<file path="src/hdl/usbeps_defines.svh">
// constants for the endpoint packet-size and fifo access block
// assumes inclusion by the endpoint module only
`ifndef USBEPS_DEFINES_SVH
`define USBEPS_DEFINES_SVH
`define USBEPS_BE_LOW_ONLY   2'h1
`define USBEPS_BE_BOTH       2'h3
`define USBEPS_BE_NONE       2'h0
`define USBEPS_ISO_MAX_BYTES 11'h3FF
`define USBEPS_ISO_RAM_BYTES 12'h800
`define USBEPS_FRAME_US      1000
`define USBEPS_CLK_KHZ       10000
`define USBEPS_FRAME_CYCLES  ((`USBEPS_FRAME_US * `USBEPS_CLK_KHZ) / 1000)
`define USBEPS_SIZE_RESET    11'h040
`endif

</file>
<file path="src/hdl/usbeps_pkg.sv">
// types shared by the endpoint packet-size block
// assumes nothing beyond the defines header
package usbeps_pkg;
	typedef struct packed {
		logic        valid;
		logic [1:0]  be;
		logic [15:0] data;
	} usbeps_wr_type;
	typedef struct packed {
		logic        direct_path;
		logic        dual_buffer;
		logic        is_transmit;
		logic        is_iso;
	} usbeps_cfg_type;
	typedef enum logic [1:0] {USBEPS_CMD_NONE, USBEPS_CMD_CLOSE, USBEPS_CMD_CLEAR,
		USBEPS_CMD_INVALIDATE} usbeps_cmd_type;
	typedef enum {USBEPS_IDLE, USBEPS_FILL, USBEPS_READY} usbeps_state_type;
endpackage

</file>
<file path="src/hdl/usbeps_endpoint.sv">
// one endpoint's packet assembly: size limit, final-byte enables, close and frame pacing
// assumes a writer on either the shared bus port or the direct port, synchronous to clk
`include "usbeps_defines.svh"
`timescale 1ns/1ps
`default_nettype none
// Function
// - shared-port receive accepts odd or even size
// - shared-port transmit accepts odd or even size
// - direct-port receive accepts odd or even size
// - per-endpoint path and buffering selection
// - iso payload capped at 1023 bytes
// - one iso transaction per 1 ms frame
// - fifo native even counts, odd via enable
// - size taken from packet-size register field
module usbeps_endpoint #(
	parameter int SIZE_BITS  = 11,
	parameter int FRAME_CYCLES = `USBEPS_FRAME_CYCLES
) (
	input  wire logic                   clk,
	input  wire logic                   rst_n,
	input  wire usbeps_pkg::usbeps_cfg_type cfg,
	input  wire logic [SIZE_BITS-1:0]   endpoint_packet_size_register,
	input  wire usbeps_pkg::usbeps_wr_type shared_wr,
	input  wire logic [1:0]             shared_port_byte_enable,
	input  wire usbeps_pkg::usbeps_wr_type direct_wr,
	input  wire logic [1:0]             direct_port_write_byte_enable,
	input  wire usbeps_pkg::usbeps_cmd_type controller_command_register,
	input  wire logic                   packet_sent,
	output logic [15:0]                 fifo_data,
	output logic                        fifo_data_valid,
	output logic                        fifo_low_only,
	output logic [SIZE_BITS-1:0]        byte_count,
	output logic                        packet_ready,
	output logic                        buffer_bank,
	output logic                        size_error,
	output logic                        overrun_error,
	output logic                        command_error,
	output logic                        frame_tick
);
	import usbeps_pkg::*;
	initial begin
		// the size field must hold 1024 for the odd 1023-byte direct case
		if (SIZE_BITS < 11)
			$error("usbeps_endpoint: SIZE_BITS below 11 cannot hold the largest size");
		// the byte counter compare keeps one spare bit above the field
		if (SIZE_BITS > 16)
			$error("usbeps_endpoint: SIZE_BITS above 16 not supported");
		// the frame counter needs a distinct last value
		if (FRAME_CYCLES < 2)
			$error("usbeps_endpoint: FRAME_CYCLES below 2 not supported");
	end
	// frame length is counted in clk cycles; another clock rate needs FRAME_CYCLES changed
	localparam int FCW = $clog2(FRAME_CYCLES);
	usbeps_state_type state;
	usbeps_state_type next_state;
	logic [FCW-1:0] frame_cnt;
	logic           iso_sent;

	// command decode shared by the close, clear and invalidate paths
	function automatic logic cmd_is(input usbeps_cmd_type c, input usbeps_cmd_type k);
		cmd_is = (c == k);
	endfunction

	// path selection per endpoint
	wire usbeps_wr_type wr_sel = cfg.direct_path ? direct_wr : shared_wr;
	wire [1:0] be_sel = cfg.direct_path ? direct_port_write_byte_enable
		: shared_port_byte_enable;
	wire low_only = (be_sel == `USBEPS_BE_LOW_ONLY);
	// enable 00 moves no bytes: the word is taken but counts as nothing
	wire [1:0] add_bytes = low_only ? 2'h1 : ((be_sel == `USBEPS_BE_NONE) ? 2'h0 : 2'h2);

	// byte lanes of the stored word: the high lane is blanked on a single-byte
	// store so a word read back never carries stale data from the writer
	wire [1:0]  lane_en;
	wire [15:0] lane_data;
	generate
		for (genvar i = 0; i < 2; i++) begin : g_lane
			if (i == 0) begin : g_low
				assign lane_en[i] = 1'b1;
			end else begin : g_high
				assign lane_en[i] = ~low_only;
			end
			assign lane_data[8*i +: 8] = lane_en[i] ? wr_sel.data[8*i +: 8] : 8'h00;
		end
	endgenerate

	wire [SIZE_BITS-1:0] max_packet_bytes = endpoint_packet_size_register;
	// odd sizes only refused on direct-port transmit; receive and shared accept both
	wire odd_refused = cfg.is_transmit & cfg.direct_path
		& max_packet_bytes[0];
	// an oversize iso setting blocks every write rather than truncating silently
	wire iso_oversize = cfg.is_iso
		& (max_packet_bytes > SIZE_BITS'(`USBEPS_ISO_MAX_BYTES));

	// one spare bit keeps a write past the limit visible instead of wrapping
	wire [SIZE_BITS:0] sum = {1'b0, byte_count} + {{(SIZE_BITS-1){1'b0}}, add_bytes};
	wire write_ok = wr_sel.valid & (state != USBEPS_READY) & ~odd_refused & ~iso_oversize;
	wire overrun = write_ok & (sum > {1'b0, max_packet_bytes});
	wire take = write_ok & ~overrun;
	wire [SIZE_BITS-1:0] next_count = sum[SIZE_BITS-1:0];
	// full packet completes itself; odd full size reached by a low-only last write
	wire full_now = take & (next_count == max_packet_bytes);
	wire close_cmd = cmd_is(controller_command_register, USBEPS_CMD_CLOSE);
	wire clear_cmd = cmd_is(controller_command_register, USBEPS_CMD_CLEAR)
		| cmd_is(controller_command_register, USBEPS_CMD_INVALIDATE);

	// during iso filling only clear and invalidate are legal; on the shared
	// port the close command is how an iso packet ends, so it stays legal there
	wire bad_cmd = cfg.is_iso & (state == USBEPS_FILL) & close_cmd
		& cfg.direct_path;
	wire close_ok = close_cmd & (state == USBEPS_FILL) & ~bad_cmd;

	// iso: at most one packet handed over per frame; a second one waits
	// for the next frame to start
	wire frame_end = (frame_cnt == FCW'(FRAME_CYCLES - 1));
	wire send_ok = packet_sent & (state == USBEPS_READY) & ~(cfg.is_iso & iso_sent);

	// a packet is ready from the full or close edge until the link takes it
	assign packet_ready = (state == USBEPS_READY);

	// state flow: idle until the first accepted write, fill while bytes arrive,
	// ready once the size is reached or a close lands; writes in ready are dropped
	// because the buffer belongs to the link until it reports the packet sent
	always_comb begin
		next_state = state;
		case (state)
			USBEPS_IDLE: begin
				if (full_now) begin
					next_state = USBEPS_READY;
				end else if (take) begin
					next_state = USBEPS_FILL;
				end
			end
			USBEPS_FILL: begin
				if (full_now || close_ok) begin
					next_state = USBEPS_READY;
				end
			end
			USBEPS_READY: begin
				if (send_ok) begin
					next_state = USBEPS_IDLE;
				end
			end
			default: begin
				next_state = USBEPS_IDLE;
			end
		endcase
		// clear and invalidate abandon the packet from any state
		if (clear_cmd) begin
			next_state = USBEPS_IDLE;
		end
	end

	always_ff @(posedge clk) begin
		if (!rst_n) begin
			state <= USBEPS_IDLE;
		end else begin
			state <= next_state;
		end
	end

	// the frame counter runs free; only reset realigns it
	always_ff @(posedge clk) begin
		if (!rst_n) begin
			frame_cnt <= '0;
			iso_sent <= 1'b0;
		end else begin
			frame_cnt <= frame_end ? '0 : frame_cnt + 1'b1;
			iso_sent <= frame_end ? 1'b0 : (iso_sent | send_ok);
		end
	end

	// clear and hand-over both empty the buffer; no write is taken while ready
	always_ff @(posedge clk) begin
		if (!rst_n) begin
			byte_count <= '0;
		end else if (clear_cmd || send_ok) begin
			byte_count <= '0;
		end else if (take) begin
			byte_count <= next_count;
		end
	end

	// dual mode swaps banks on each handed-over packet
	always_ff @(posedge clk) begin
		if (!rst_n) begin
			buffer_bank <= 1'b0;
		end else if (clear_cmd) begin
			buffer_bank <= 1'b0;
		end else if (send_ok && cfg.dual_buffer) begin
			buffer_bank <= ~buffer_bank;
		end
	end

	always_ff @(posedge clk) begin
		if (!rst_n) begin
			fifo_data <= 16'h0000;
			fifo_data_valid <= 1'b0;
			fifo_low_only <= 1'b0;
		end else begin
			fifo_data <= take ? lane_data : fifo_data;
			fifo_data_valid <= take & (add_bytes != 2'h0);
			fifo_low_only <= take & low_only;
		end
	end

	// overrun and command errors are sticky, and a new one in the cycle of a clear still sets the flag; size_error follows the setting
	always_ff @(posedge clk) begin
		if (!rst_n) begin
			size_error <= 1'b0;
			overrun_error <= 1'b0;
			command_error <= 1'b0;
			frame_tick <= 1'b0;
		end else begin
			size_error <= odd_refused | iso_oversize;
			overrun_error <= (overrun_error & ~clear_cmd) | overrun;
			command_error <= (command_error & ~clear_cmd) | bad_cmd;
			frame_tick <= frame_end;
		end
	end
endmodule
`default_nettype wire

</file>
<file path="config.mk">
export PLATFORM = sky130hd
export DESIGN_NAME = usbeps_endpoint
export DESIGN_NICKNAME = d
export VERILOG_FILES = /design/src/hdl/usbeps_pkg.sv /design/src/hdl/usbeps_endpoint.sv
export VERILOG_INCLUDE_DIRS = /design/src /design/src/hdl
export SDC_FILE = /design/constraint.sdc
export NUM_CORES = 1
export LEC_CHECK = 0
export BUFFER_PORTS_ARGS = -buffer_cell sky130_fd_sc_hd__buf_2
export CORE_UTILIZATION = 54
export DETAILED_ROUTE_END_ITERATION = 10
export PLACE_DENSITY_LB_ADDON = 0.3
export RECOVER_POWER = 25
export SYNTH_ARGS = -nofsm -noshare
export SYNTH_HDL_FRONTEND = slang
export SYNTH_SLANG_ARGS = --single-unit
export TNS_END_PERCENT = 10
</file>
<file path="constraint.sdc">
create_clock -name clk -period 9.15 [get_ports clk]
set_input_delay 1.83 -clock clk [delete_from_list [all_inputs] [get_ports clk]]
set_output_delay 1.83 -clock clk [all_outputs]
set_load 0.005 [all_outputs]
</file>
==> metrics.md <==
| Metric | Value |
|---|---|
| Status | `complete, no violations` |
| Inserted Clock Buffers | `5` |
| Cell Area, Synth | `2720 µm²` |
| DIE HEIGHT | `72.9 µm` |
| Relative slew slack | `52.8%` |
| Synth Net Count | `381` |
| Total GRT Usage | `24.0%` |
| Chip Width | `72.9 µm` |
| Post-layout min period | `5.56 ns` |
| Core Region | `4790 µm²` |
| Routability Congestion | `0.813` |
| Class of the worst hold path | `reg -> reg` |
| Distinct cells, synth | `52` |
| Final Skew | `0.00786 ns` |
| CP Data Required Time | `9.37 ns` |
| Share of flip-flops with an asynchronous set or reset | `0%` |
| DRT Pass-1 Iters | `4` |
| Post-synth EDFFs | `0` |
| CTS HTree Levels | `2` |
| Crit path max fanout | `22` |
| RSZ-0062 raised after global routing | `no` |
| GRT overflow | `0` |
| Initial antenna violation count | `0` |
| Pleak | `1.52 nW` |
| IO Count | `97` |
| Initial Util | `56.8%` |
| DR iter-0 viols | `169` |
| Avg WL per Cell | `13.7 µm` |
| Final net count | `467` |
| Clock transition at path regs | `0.10 ns` |
| Post-Route Setup TNS | `0 ns` |
| CTS-repair resized insts | `0` |
| Final Core Density | `68.9%` |
| Cell taking the most area after synthesis | `dfxtp_1` |
| Power per cell area | `132 nW/µm²` |
| Layout cells sized above 1 | `27.4%` |
| Max-cap violations | `0` |
| Number of core rows | `25` |
| Synth top area cells | `dfxtp_1 (38%), ha_1 (6.4%), mux2i_1 (6.3%)` |
| Post-detail-place hpwl | `4660 µm` |
| Placed inst area | `3200 µm²` |
| Final setup fails | `0` |
| Diodes inserted | `0` |
| Area fraction of the dominant cell type after synthesis | `37.6%` |
| FF/Latch Area | `1020 µm²` |
| Slew Viols, Final | `0` |
| Post-CTS Repair Setup Buffers | `0` |
| First-pass GRT wire length | `9800 µm` |
| Register area share after synthesis | `37.6%` |
| Setup crit end kind | `register` |
| DRC violations left | `0` |
| Synth Flop Type | `dfxtp_1` |
| Commonest non-fill, non-tap cell in the layout | `buf_2` |
| DRT Wirelength | `6260 µm` |
| Synthesis-to-layout area growth | `21.3%` |
| # port buffers | `92` |
| TritonCTS clock tree | `done` |
| Most frequent cells in the layout | `buf_2 (91), dfxtp_1 (51), nor2_1 (23), a21oi_1 (23), mux2i_1 (17)` |
| Vias in the first global route | `2,158` |
| Final instance area | `3300 µm²` |
| Type of origin of the critical path | `primary input` |
| # clock sinks | `51` |
| Multi-input gate area | `1570 µm²` |
| CTS max path bufs | `2` |
| CP Class | `in -> reg` |
| Hold Vio Cnt, Final | `0` |
| Total power | `0.434 mW` |
| Fillers | `396` |
| Yosys warning count | `0` |
| Hold Buf Count CTS | `0` |
| Later-pin clock latency in the skew report | `0.31 ns` |
| Via Count | `2,567` |
| Max Fclk | `180 MHz` |
| Avg Inst Size Synth | `8.94 µm²` |
| Final critical-path share of the clock period | `60.7%` |
| Flops & latches, synth | `51` |
| Root Driver | `clkbuf_8` |
| Least-Margin Pin Slew | `0.708 ns` |
| Vias per Instance | `5.60` |
| Die area | `5320 µm²` |
| Peak supply drop | `0.000103 V` |
| Critical path data arrival time | `5.78 ns` |
| Post-Synthesis Cells | `304` |
| Post-route ant nets | `0` |
| Largest net degree at the start of global routing | `29` |
## cell usage after synthesis (6+ instances only)
library cell	instances
a211oi_1	9
a21oi_1	23
a31o_1	8
and3_1	7
clkbuf_1	6
dfxtp_1	51
ha_1	14
inv_1	14
mux2i_1	17
nand2_1	13
nand3_1	11
nor2_1	23
nor4_1	9
o31ai_1	9
or4_1	7
xnor2_1	13
xor2_1	7
## layout make-up
cell class	instances	share of cell area, %
flip-flops and latches	51	31.0
inverters	16	1.82
clock inverters	3	0.835
well taps	67	2.54
clock buffers	5	2.09
repair buffers	93	14.2
multi-input cells	223	47.6
## sequential cells by signal (all words and copies together), names as in the netlist
| register | count |
|---|---|
| fifo_data_valid | 1 |
| iso_sent | 1 |
| fifo_low_only | 1 |
| frame_cnt | 14 |
| fifo_data | 16 |
| state | 2 |
| buffer_bank | 1 |
| size_error | 1 |
| frame_tick | 1 |
| overrun_error | 1 |
| command_error | 1 |
| byte_count | 11 |
## routing by layer
layer  part of all wire [%]  global-route usage [%]
met1                     48                    32.8
met2                     46                    38.9
met3                    5.0                    3.45
met4                    1.4                    8.50
met5                      0                       0
## power breakdown
group	internal, mW	total [mW]	switching [mW]
logic	0.0283	0.0609	0.0325
registers	0.230	0.234	0.00463
clock network	0.0563	0.139	0.0826
total	0.314	0.434	0.120
## stage by stage
step	setup slack, ns	hold WS, ns	std cells
finish	3.59	0.446	458
global route	3.21	0.504	458
CTS	3.63	0.454	458
detailed placement	3.32	0.439	450
global placement	3.36	0.431	450
floorplan	4.02	0.413	304
## worst paths after layout
kind / depth (start not counted) / start / end / slack, ns
worst max-delay path: 15 / cfg[3] / fifo_data_valid$_SDFF_PN0_ / 3.59
worst min-delay path: 1 / frame_cnt[0]$_SDFF_PP0_ / frame_cnt[0]$_SDFF_PP0_ / 0.45
worst max register to register: 12 / byte_count[0]$_SDFFE_PP0P_ / fifo_data_valid$_SDFF_PN0_ / 5.61
worst min register to register: 1 / frame_cnt[0]$_SDFF_PP0_ / frame_cnt[0]$_SDFF_PP0_ / 0.45
## cell families after synthesis
group,count (synthesis),share of synthesized area (%)
AOI/OAI and AO/OA,72,17.8
xor gates and xnor gates,20,6.45
adders and majority gates,15,7.19
buffers and inverters,30,4.93
DFF,51,37.6
muxes,18,6.68
and+or+nand+nor,98,19.3
## critical path, cell delays in order
cell and delay, ns:
buf_2 0.47, nand2_1 0.15, o22ai_1 0.24, ha_1 0.22
fa_1 0.27, and3_1 0.23, nand3_2 0.12, or2_1 0.27
xnor2_1 0.14, ha_1 0.27, nand3_1 0.12, nor3_1 0.42
a31o_2 0.34, nand2_1 0.32, a311oi_1 0.34
Power figures use the tool's default switching activity.
